$ cat config.mk
export PLATFORM = sky130hd
export DESIGN_NAME = mdc_regs
export DESIGN_NICKNAME = d
export VERILOG_FILES = /design/src/rtl/mdc_step.v /design/src/rtl/mdc_regs.v
export VERILOG_INCLUDE_DIRS = /design/src /design/src/rtl
export SDC_FILE = /design/constraint.sdc
export NUM_CORES = 1
export LEC_CHECK = 0
export BUFFER_PORTS_ARGS = -buffer_cell sky130_fd_sc_hd__buf_2
export CAP_MARGIN = 10
export CORE_ASPECT_RATIO = 1.4
export CORE_MARGIN = 2
export CORE_UTILIZATION = 51
export CTS_CLUSTER_DIAMETER = 150
export DETAILED_ROUTE_END_ITERATION = 6
export PLACE_DENSITY = 0.79
export SLEW_MARGIN = 10
export SYNTH_ARGS = -nofsm -noshare
export SYNTH_HDL_FRONTEND = slang
export SYNTH_SLANG_ARGS = --single-unit
$ cat constraint.sdc
create_clock -name CLK -period 4.24 [get_ports CLK]
set_input_delay 0.212 -clock CLK [delete_from_list [all_inputs] [get_ports CLK]]
set_output_delay 0.212 -clock CLK [all_outputs]
set_load 0.01 [all_outputs]
$ cat src/rtl/mdc_consts.vh
// Constants for the multiply/divide control and constant registers
`ifndef MDC_CONSTS_VH
`define MDC_CONSTS_VH

// Special function register byte addresses
`define MDC_ADDR_CTRL      16'hFE0E
`define MDC_ADDR_HIGH      16'hFE20
`define MDC_ADDR_LOW       16'hFE22
`define MDC_ADDR_ONES      16'hFE24
`define MDC_ADDR_ZEROS     16'hFE26

// Control register field positions
`define MDC_STEP_LSB       0
`define MDC_STEP_MSB       3
`define MDC_INUSE_BIT      4
`define MDC_KIND_LSB       5
`define MDC_KIND_MSB       6
`define MDC_BUSY_BIT       7
`define MDC_INT_MASK       16'h00EF
`define MDC_LIVE_MASK      16'h00FF

// Reset and fixed values
`define MDC_CTRL_RESET     16'h0000
`define MDC_HIGH_RESET     16'h0000
`define MDC_LOW_RESET      16'h0000
`define MDC_ALL_ONES       16'hFFFF
`define MDC_ALL_ZEROS      16'h0000

// Operation kinds
`define MDC_KIND_MUL       2'h0
`define MDC_KIND_DIV       2'h1
`define MDC_KIND_DIVL      2'h2

// Last step index of a 16-step operation
`define MDC_LAST_STEP      4'hF

`endif

$ cat src/rtl/mdc_step.v
// One iteration of the shift-add multiply or restoring divide
`timescale 1ns/1ns
`include "mdc_consts.vh"

module mdc_step #(
	parameter W = 16
) (
	input  wire [1:0]   kind,
	input  wire [W-1:0] hi,
	input  wire [W-1:0] lo,
	input  wire [W-1:0] operand,
	output reg  [W-1:0] next_hi,
	output reg  [W-1:0] next_lo
);

	reg [W:0] sum;
	reg [W:0] rem;

	// Multiply shifts the partial product right; divide shifts the remainder left
	always @* begin
		sum = {1'b0, hi} + (lo[0] ? {1'b0, operand} : {(W+1){1'b0}});
		rem = {hi, lo[W-1]};
		if (kind == `MDC_KIND_MUL) begin
			next_hi = sum[W:1];
			next_lo = {sum[0], lo[W-1:1]};
		end else if (rem >= {1'b0, operand}) begin
			next_hi = rem[W-1:0] - operand;
			next_lo = {lo[W-2:0], 1'b1};
		end else begin
			next_hi = rem[W-1:0];
			next_lo = {lo[W-2:0], 1'b0};
		end
	end

endmodule

$ cat src/rtl/mdc_regs.v
// Multiply/divide control register, result registers and constant registers
// What this block does
// - Control register is 16 bits, reachable by word writes and single-bit writes.
// - Hardware updates the control register every cycle of a running multiply or divide that MD_HOLD does not stall.
// - In-use flag bit 4 sets on result-register writes and on each operation start.
// - A software read of the low result register clears the in-use flag.
// - Bits 3..0 and 7..5 hold internal sequencing state of the operation.
// - Control register resets to all zeros.
// - All-ones constant register reads all ones, read-only, bit-addressable.
// - All-zeros constant register reads all zeros, read-only, bit-addressable.
// - Both constants are readable through the ordinary register read port.
// - High result holds product upper half after multiply, remainder after divide.
// - Low result holds product lower half after multiply, quotient after divide.
`timescale 1ns/1ns
`include "mdc_consts.vh"

module mdc_regs #(
	parameter W = 16
) (
	input  wire         CLK,
	input  wire         SRST,
	input  wire [15:0]  SFR_ADDR,
	input  wire         SFR_RD,
	input  wire         SFR_WR,
	input  wire [W-1:0] SFR_WDATA,
	input  wire         SFR_BIT_WR,
	input  wire [3:0]   SFR_BIT_SEL,
	input  wire         SFR_BIT_VAL,
	output reg  [W-1:0] SFR_RDATA,
	output reg          SFR_HIT,
	input  wire         MD_START,
	input  wire [1:0]   MD_KIND,
	input  wire         MD_HOLD,
	input  wire [W-1:0] MD_SRC1,
	input  wire [W-1:0] MD_SRC2,
	output wire         MD_BUSY,
	output reg          MD_DONE,
	output wire [W-1:0] MD_HIGH,
	output wire [W-1:0] MD_LOW
);

	reg  [W-1:0] ctrl;
	reg  [W-1:0] res_hi;
	reg  [W-1:0] res_lo;
	reg  [W-1:0] next_ctrl;
	reg  [W-1:0] next_hi;
	reg  [W-1:0] next_lo;
	reg          next_done;
	reg  [W-1:0] next_rdata;
	reg          next_hit;
	reg  [3:0]   step;
	reg  [1:0]   kind;
	reg          busy;
	reg          resume;
	reg          run;
	reg  [W-1:0] run_hi;
	reg  [W-1:0] run_lo;
	wire [W-1:0] step_hi;
	wire [W-1:0] step_lo;
	wire         wr_ctrl;
	wire         wr_hi;
	wire         wr_lo;
	wire         bit_ctrl;
	wire         rd_lo;

	// Address match for a word or bit access to one register
	function hit;
		input [15:0] addr;
		input [15:0] reg_addr;
		begin
			hit = (addr == reg_addr);
		end
	endfunction

	// New word after a word write or a single-bit write
	function [W-1:0] merge;
		input [W-1:0] old;
		input         word_wr;
		input [W-1:0] wdata;
		input [3:0]   sel;
		input         val;
		reg   [W-1:0] tmp;
		begin
			tmp = old;
			if (word_wr) begin
				tmp = wdata;
			end else begin
				tmp[sel] = val;
			end
			merge = tmp;
		end
	endfunction

	// Decoded software accesses; bit writes reach only bit-addressable registers
	assign wr_ctrl  = SFR_WR && hit(SFR_ADDR, `MDC_ADDR_CTRL);
	assign bit_ctrl = SFR_BIT_WR && hit(SFR_ADDR, `MDC_ADDR_CTRL);
	assign wr_hi    = SFR_WR && hit(SFR_ADDR, `MDC_ADDR_HIGH);
	assign wr_lo    = SFR_WR && hit(SFR_ADDR, `MDC_ADDR_LOW);
	assign rd_lo    = SFR_RD && hit(SFR_ADDR, `MDC_ADDR_LOW);

	assign MD_BUSY = ctrl[`MDC_BUSY_BIT];
	assign MD_HIGH = res_hi;
	assign MD_LOW  = res_lo;

	// Stepping state and the operand registers it works on
	always @* begin
		step   = ctrl[`MDC_STEP_MSB:`MDC_STEP_LSB];
		kind   = ctrl[`MDC_KIND_MSB:`MDC_KIND_LSB];
		busy   = ctrl[`MDC_BUSY_BIT];
		// A restored busy state of the same kind picks up where it stopped
		resume = busy && (kind == MD_KIND);
		run_hi = res_hi;
		run_lo = res_lo;
		if (MD_START && !resume) begin
			// Fresh start seeds the working pair; long divide keeps the dividend
			case (MD_KIND)
				`MDC_KIND_MUL: begin
					run_hi = {W{1'b0}};
					run_lo = MD_SRC1;
				end
				`MDC_KIND_DIV: begin
					run_hi = {W{1'b0}};
					run_lo = MD_SRC1;
				end
				default: begin
					run_hi = res_hi;
					run_lo = res_lo;
				end
			endcase
		end
		run = (MD_START || busy) && !MD_HOLD;
	end

	mdc_step #(
		.W       (W)
	) u_step (
		.kind    (MD_START ? MD_KIND : kind),
		.hi      (run_hi),
		.lo      (run_lo),
		.operand (MD_SRC2),
		.next_hi (step_hi),
		.next_lo (step_lo)
	);

	// Next control word, result pair and completion pulse
	always @* begin
		next_ctrl = ctrl;
		next_hi   = res_hi;
		next_lo   = res_lo;
		next_done = 1'b0;
		if (run) begin
			next_hi = step_hi;
			next_lo = step_lo;
			// step count, kind and busy fields
			if (MD_START && !resume) begin
				next_ctrl[`MDC_STEP_MSB:`MDC_STEP_LSB] = 4'h1;
				next_ctrl[`MDC_KIND_MSB:`MDC_KIND_LSB] = MD_KIND;
				next_ctrl[`MDC_BUSY_BIT] = 1'b1;
			end else if (step == `MDC_LAST_STEP) begin
				// high half or remainder now final
				// low half or quotient now final
				next_ctrl[`MDC_STEP_MSB:`MDC_STEP_LSB] = 4'h0;
				next_ctrl[`MDC_KIND_MSB:`MDC_KIND_LSB] = 2'h0;
				next_ctrl[`MDC_BUSY_BIT] = 1'b0;
				next_done = 1'b1;
			end else begin
				next_ctrl[`MDC_STEP_MSB:`MDC_STEP_LSB] = step + 4'h1;
			end
		end
		// word or bit write to control
		if (wr_ctrl || bit_ctrl) begin
			next_ctrl = merge(ctrl, wr_ctrl, SFR_WDATA, SFR_BIT_SEL, SFR_BIT_VAL);
		end
		next_ctrl = next_ctrl & `MDC_LIVE_MASK;
		if (wr_hi) begin
			next_hi = SFR_WDATA;
		end
		if (wr_lo) begin
			next_lo = SFR_WDATA;
		end
		// reading the low result clears the flag
		if (rd_lo) begin
			next_ctrl[`MDC_INUSE_BIT] = 1'b0;
		end
		// result writes and operation starts set the flag, winning over a clear
		if (wr_hi || wr_lo || (MD_START && !MD_HOLD)) begin
			next_ctrl[`MDC_INUSE_BIT] = 1'b1;
		end
	end

	// Read mux; unmapped addresses answer zero with no hit
	always @* begin
		next_rdata = {W{1'b0}};
		next_hit   = 1'b1;
		if (hit(SFR_ADDR, `MDC_ADDR_CTRL)) begin
			next_rdata = ctrl;
		end else if (hit(SFR_ADDR, `MDC_ADDR_HIGH)) begin
			next_rdata = res_hi;
		end else if (hit(SFR_ADDR, `MDC_ADDR_LOW)) begin
			next_rdata = res_lo;
		end else if (hit(SFR_ADDR, `MDC_ADDR_ONES)) begin
			next_rdata = `MDC_ALL_ONES;
		end else if (hit(SFR_ADDR, `MDC_ADDR_ZEROS)) begin
			next_rdata = `MDC_ALL_ZEROS;
		end else begin
			next_hit = 1'b0;
		end
	end

	// State registers; writes to the constants reach nothing here
	always @(posedge CLK) begin
		if (SRST) begin
			ctrl    <= `MDC_CTRL_RESET;
			res_hi  <= `MDC_HIGH_RESET;
			res_lo  <= `MDC_LOW_RESET;
			MD_DONE <= 1'b0;
		end else begin
			ctrl    <= next_ctrl;
			res_hi  <= next_hi;
			res_lo  <= next_lo;
			MD_DONE <= next_done;
		end
	end

	// Read data registered so it lands the cycle after the strobe
	always @(posedge CLK) begin
		if (SRST) begin
			SFR_RDATA <= {W{1'b0}};
			SFR_HIT   <= 1'b0;
		end else if (SFR_RD) begin
			SFR_RDATA <= next_rdata;
			SFR_HIT   <= next_hit;
		end else begin
			SFR_RDATA <= {W{1'b0}};
			SFR_HIT   <= 1'b0;
		end
	end

endmodule

# ---- Yosys cells after proc, flatten, opt, wreduce, memory -nomap -nowiden
# Cells that the tools add are included.
dict set report word_totals {
  reg_bits 58
  elab_cells 88
  output_inout_bits 51
}
dict set report classes {
  n_bitwise 2
  reduce_logical 27
  n_eq_ne 8
  n_lt_le_gt_ge 3
  muxes 37
  n_addsub 3
}
# operator n
set ops {}
lappend ops {{$mux 16} 16}
lappend ops {{$eq 16x16->1 const B} 5}
lappend ops {{$add 16x17->17} 1}
lappend ops {{$ge 17x16->1} 1}
lappend ops {{$bwmux 16} 1}
lappend ops {{$mux 8} 2}
lappend ops {{$sub 16x16->16} 1}
lappend ops {{$mux 4} 3}
lappend ops {{$logic_and 1x1->1} 10}
lappend ops {{$mux 1} 10}
lappend ops {{$mux 3} 3}
lappend ops {{$reduce_bool 2->1} 3}
lappend ops {{$reduce_bool 3->1} 2}
lappend ops {{$lt 4x5->1 const B} 1}
lappend ops {{$add 4x1->4 const B} 1}
lappend ops {{$demux 1 s4} 1}
lappend ops {{$eq 4x4->1 const B} 1}
lappend ops {{$ge 4x1->1 const B} 1}
lappend ops {{$logic_not 2->1} 2}
lappend ops {{$logic_or 1x1->1} 4}
lappend ops {{$reduce_or 2->1} 2}
lappend ops {{$reduce_or 3->1} 1}
lappend ops {{$eq 2x1->1 const B} 1}
lappend ops {{$eq 2x2->1} 1}
lappend ops {{other kinds (4)} 6}

# ---- Depth between registers and ports, before layout
dict set report depth {
  word_depth 10
  depth_mapped 18
  depth_no_buf 15
}

# ---- Cells and area by module
# A second synthesis with hierarchy kept.
dict set report hier_totals {
  hier_cells 689
  area_unflattened_um2 5510.3
}
# module cells_per_inst seq_area_each_um2 area_each_um2 n_inst
set by_module_without_submodules {}
lappend by_module_without_submodules {mdc_regs 405 1161.1 3415.8 1}
lappend by_module_without_submodules {mdc_step 284 0.0 2094.5 1}

# ---- Least setup slack after synthesis
# Ideal clock, no wire load.
dict set report synth_timing {
  kind {register to register}
  startpoint {register ctrl[5]}
  endpoint {register res_hi[14], in the netlist MD_HIGH[14]}
  required_time_ps 4148
  path_stages_with_launch 18
  setup_slack_ps 284
  period_less_slack_ps 3956
  n_path_buf 3
  arrival_time_ps 3864
  setup_ps 92
  cell_sequence {dfxtp_1 -> buf_2 -> xnor2_4 -> a21oi_1 -> buf_2 -> mux2i_1 -> clkbuf_1 -> nor2_1 -> ha_1 -> a21o_1 -> a21o_1 -> nor3b_1 -> a31oi_1 -> o31a_1 -> mux2_1 -> o31ai_1 -> a311oi_1 -> nor4_1}
}
dict set report synth_via {
  elab_chain_cells 10
  elab_cells_between_ends 16
  cone_classes {add/sub (2); order compare (1); eq/ne (1); mux (8); reduce/logical (4)}
}
# item line
set synth_rtl {}
lappend synth_rtl {{start: declaration} mdc_regs.v:42} ;# reg [W-1:0] ctrl;
lappend synth_rtl {{start signal: assignment} mdc_regs.v:213} ;# ctrl <= `MDC_CTRL_RESET;
lappend synth_rtl {{start signal: assignment} mdc_regs.v:218} ;# ctrl <= next_ctrl;
lappend synth_rtl {{$eq 2x2->1} mdc_regs.v:111} ;# resume = busy && (kind == MD_KIND);
lappend synth_rtl {{$logic_and 1x1->1} mdc_regs.v:111}
lappend synth_rtl {{$logic_not 1->1} mdc_regs.v:114} ;# if (MD_START && !resume) begin
lappend synth_rtl {{$logic_and 1x1->1} mdc_regs.v:114}
lappend synth_rtl {{$mux 16} mdc_regs.v:114}
lappend synth_rtl {{$mux 16 (tied with other cells)} mdc_step.v:21} ;# sum = {1'b0, hi} + (lo[0] ? {1'b0, operand} : {(W+1){1'b0}});
lappend synth_rtl {{$add 16x17->17 or $mux 16 (tied branches)} {mdc_step.v:21, mdc_step.v:26}}
lappend synth_rtl {{$mux 16 *} mdc_step.v:23} ;# if (kind == `MDC_KIND_MUL) begin
lappend synth_rtl {{$mux 16 *} mdc_regs.v:151} ;# if (run) begin
lappend synth_rtl {{$mux 16 *} mdc_regs.v:175} ;# if (wr_hi) begin
lappend synth_rtl {{end signal: assignment} mdc_regs.v:214} ;# res_hi <= `MDC_HIGH_RESET;
lappend synth_rtl {{end signal: assignment} mdc_regs.v:219} ;# res_hi <= next_hi;
lappend synth_rtl {{end: declaration} mdc_regs.v:43} ;# reg [W-1:0] res_hi;
# Every way passes the cells marked *; elsewhere a longest branch is shown, timed or not. The select of a mux whose other input is x is not followed.
# A chain may end at the register's enable or synchronous reset.

# ---- Worst setup path after layout
dict set report layout_timing {
  startpoint {register ctrl[5]}
  endpoint {register res_hi[11], in the netlist MD_HIGH[11]}
}
# Same word-level chain as after synthesis.

==> flow_summary.yaml <==
yosys:
  ys.warnings.count: 0
  synth_area_um2: 5720
  synth_fp_nets: 939
  yosys.area_share.simple_pct: 29.3
  synth-edff-count: 0
  synth_top_family_by_area: "compound AO/OA/AOI/OAI gates"
  postSynthCellCount: 830
  synth-seq-area-share_pct: 20.3
  ys_top_cells_by_area: "dfxtp_1, nor2_1, nand2_1, a21oi_1, ha_1"
  synthXorXnorAreaFrac_pct: 5.22
  syn-mean-instance-area_um2: 6.90
  synth-compound-area-share_pct: 29.8
  synth_top_area_cell: "dfxtp_1"
  ys.flop_type: "dfxtp_1"
  synthMuxAreaShare_pct: 2.64
  synth_fa_ha_area_share_pct: 6.91
  postSynth.asyncResetShare_pct: 0
  yosysUniqueCellTypes: 75
  yosys_register_bits: 58
  synth_top_area_share_pct: 20.3
routing:
  dr.pass1.iters: 5
  drt-total-wl_um: 18800
  postRouteAntennaNets: 0
  post-route-drc-count: 0
  num_vias: 6673
  drtIter0Drc: 494
  vias_per_cell: 6.19
  avgRoutedWirePerCell_um: 17.4
critical_path:
  crit_family: "compound AO/OA/AOI/OAI gates"
  arrival_ps: 4120
  r2r_setup_slack_ps: 350
  reg2reg_to: "MD_HIGH[11]$_SDFFE_PP0P_"
  worst_ep_required_time_ps: 4460
  r2r_cells: 16
  crit_type: "reg -> reg"
  cp_slowest_cell: "nor4b_1"
  crit_chain: "xnor2_4, a21o_1, buf_12, nand2_1, inv_1, ha_1, nor2b_1, o21ai_0, a2111oi_0, buf_4, nor4b_1, nor2_1, xnor2_1, a211oi_1, a211o_1, a32o_1"
  crit_path_end_kind: "flip-flop"
  cp_num_buf_inv: 3
  worstReg2RegStart: "ctrl[5]$_SDFFE_PP0P_"
  crit_path_max_incr_delay_ps: 530
  start_kind: "flip-flop"
  cp_max_fo: 37
clock_network:
  cts_buffer_depth: 2
  htreeDepth: 3
  clkSinkCount: 58
  root_buffer: "clkbuf_16"
  cts-buffers-inserted: 9
  clkLatencyLatePin_ps: 330
  tritoncts: "done"
  post_cts_buffers: 0
  clk_pin_slew_ps: 50
  hold_buffers: 0
  ctsResizeCount: 0
placement:
  place_hpwl_um: 14200
  placed_area_um2: 6480
  gp_congestion: 0.985
  numPortBuffers: 128
power:
  ir_drop_v: 0.000201
  power_density_nw_per_um2: 274
  leakagePower_nw: 3.01
grt:
  grt_pass1_vias: 6069
  antenna_found_initial: 0
  grt_max_degree: 49
  grt_usage_pct: 30.7
  grt-ovfl-total: 0
  grt_pass1_wl_um: 29800
timing:
  rsz0062_at_grt: "no"
  slew_headroom_pct: 18.4
  setup_viol: 0
  fmax_ghz: 0.257
  max_slew.worst_pin.slew_ps: 1220
  post-route-min-period_ps: 3890
  fin_setup_tns_ps: 0
  fin_skew_ps: 4.49
  hold_viol: 0
  fin_crit_sh_pct: 91.8
  slew_violations: 0
floorplanning:
  io_pins: 129
  die_area_um2: 12100
  core_um2: 10900
  num_rows: 45
  start_util_pct: 52.4
  fp.dieH_um: 129
  chipWidth_um: 93.5
worst_hold_path:
  min_path_cells: 3
  hold_path_class: "in -> reg"
  min_from: "SFR_WDATA[10]"
  hold_end: "MD_HIGH[10]$_SDFFE_PP0P_"
final_layout:
  drive_gt1_share_pct: 19.2
  num_antenna_cells: 0
  layout_common_cells: "buf_2, nor2_1, nand2_1"
  stdcell_area_um2: 6800
  final_util_pct: 62.2
  syn2layout_area_growth_pct: 18.7
  final_common_cell: "buf_2"
  nets: 1042
outcome:
  status: "complete, no violations"
flow_run:
  drv_cap: 0
flip-flops by register name (all words and copies together) (netlist names):
name       flops
MD_DONE        1
MD_LOW        16
SFR_HIT        1
MD_HIGH       16
SFR_RDATA     16
ctrl           8
logic make-up (layout without fill, tap and decap cells):
group | Yosys count | after routing
AND/OR/NAND/NOR | 357 | 357
AO/OA/AOI/OAI | 255 | 255
buffers and inverters | 83 | 190
flip-flops | 58 | 58
XOR/XNOR | 32 | 32
adder cells (fa/ha/maj) | 31 | 31
multiplexers | 14 | 14
per-stage QoR:
| stage | power (mW) | instances | hold WS, ps | setup WS (ps) |
|---|---|---|---|---|
| after global routing | 1.93 | 1078 | 181 | 52.3 |
| final | 1.86 | 1078 | 173 | 347 |
| after floorplan | 0.944 | 830 | 342 | 284 |
| after global placement | 1.11 | 1062 | 492 | 416 |
| after CTS | 1.85 | 1077 | 168 | 240 |
| after detailed placement | 1.11 | 1062 | 505 | 162 |
cell type report:
| cell class | instances | area (um2) |
|---|---|---|
| multi-input combinational | 689 | 4250 |
| fill | 1044 | 4130 |
| sequential | 58 | 1160 |
| timing repair buffer | 145 | 788 |
| clock buffer | 13 | 270 |
| tap | 141 | 176 |
| inverter | 30 | 113 |
| clock inverter | 2 | 35.0 |
synthesized netlist by cell type, types with 6 or more instances:
cell and instances:
and3_1 20, nor2_1 120, o21ai_0 38, a311oi_1 16, o21a_1 8, a22oi_1 10, a21o_1 13, buf_1 6
xor2_1 10, mux2i_1 8, nor3_1 13, inv_1 30, a31oi_1 9, ha_1 30, xnor2_1 21, dfxtp_1 58
a21oi_1 75, o211ai_1 8, nand2_1 116, nand3_1 19, and2_1 15, nand2b_1 6, a211oi_1 29, clkbuf_1 40
nor2b_1 12
worst min-delay path, delay by kind of cell:
family | cells | cell delay [ps]
compound gates | 2 | 140
buf+inv | 1 | 110
worst max path at each step:
stage / from / slack (ps) / cells past startpoint / to
2_1_floorplan: ctrl[5]$_SDFFE_PP0P_ / 280 / 17 / MD_HIGH[14]$_SDFFE_PP0P_
3_3_place_gp: MD_KIND[1] / 420 / 15 / MD_HIGH[14]$_SDFFE_PP0P_
3_5_place_dp: MD_KIND[1] / 160 / 15 / MD_HIGH[14]$_SDFFE_PP0P_
4_1_cts: ctrl[5]$_SDFFE_PP0P_ / 240 / 14 / MD_HIGH[14]$_SDFFE_PP0P_
5_1_grt: ctrl[5]$_SDFFE_PP0P_ / 50 / 14 / MD_HIGH[14]$_SDFFE_PP0P_
6_report: ctrl[5]$_SDFFE_PP0P_ / 350 / 16 / MD_HIGH[11]$_SDFFE_PP0P_
per-layer routing:
layer	up-vias	wire, um	track usage (%)
met3	49	1460	3.08
met4	0	692	13.2
met5	-	0	0
met2	354	9090	53.1
met1	3057	7570	38.7
li1	3213	-	-
where the power goes:
part           total [mW]  switching, mW  internal [mW]
clock network       0.747          0.249          0.498
logic               0.516          0.310          0.206
registers           0.601         0.0334          0.567
No activity file was read; power rests on OpenSTA's default activity.
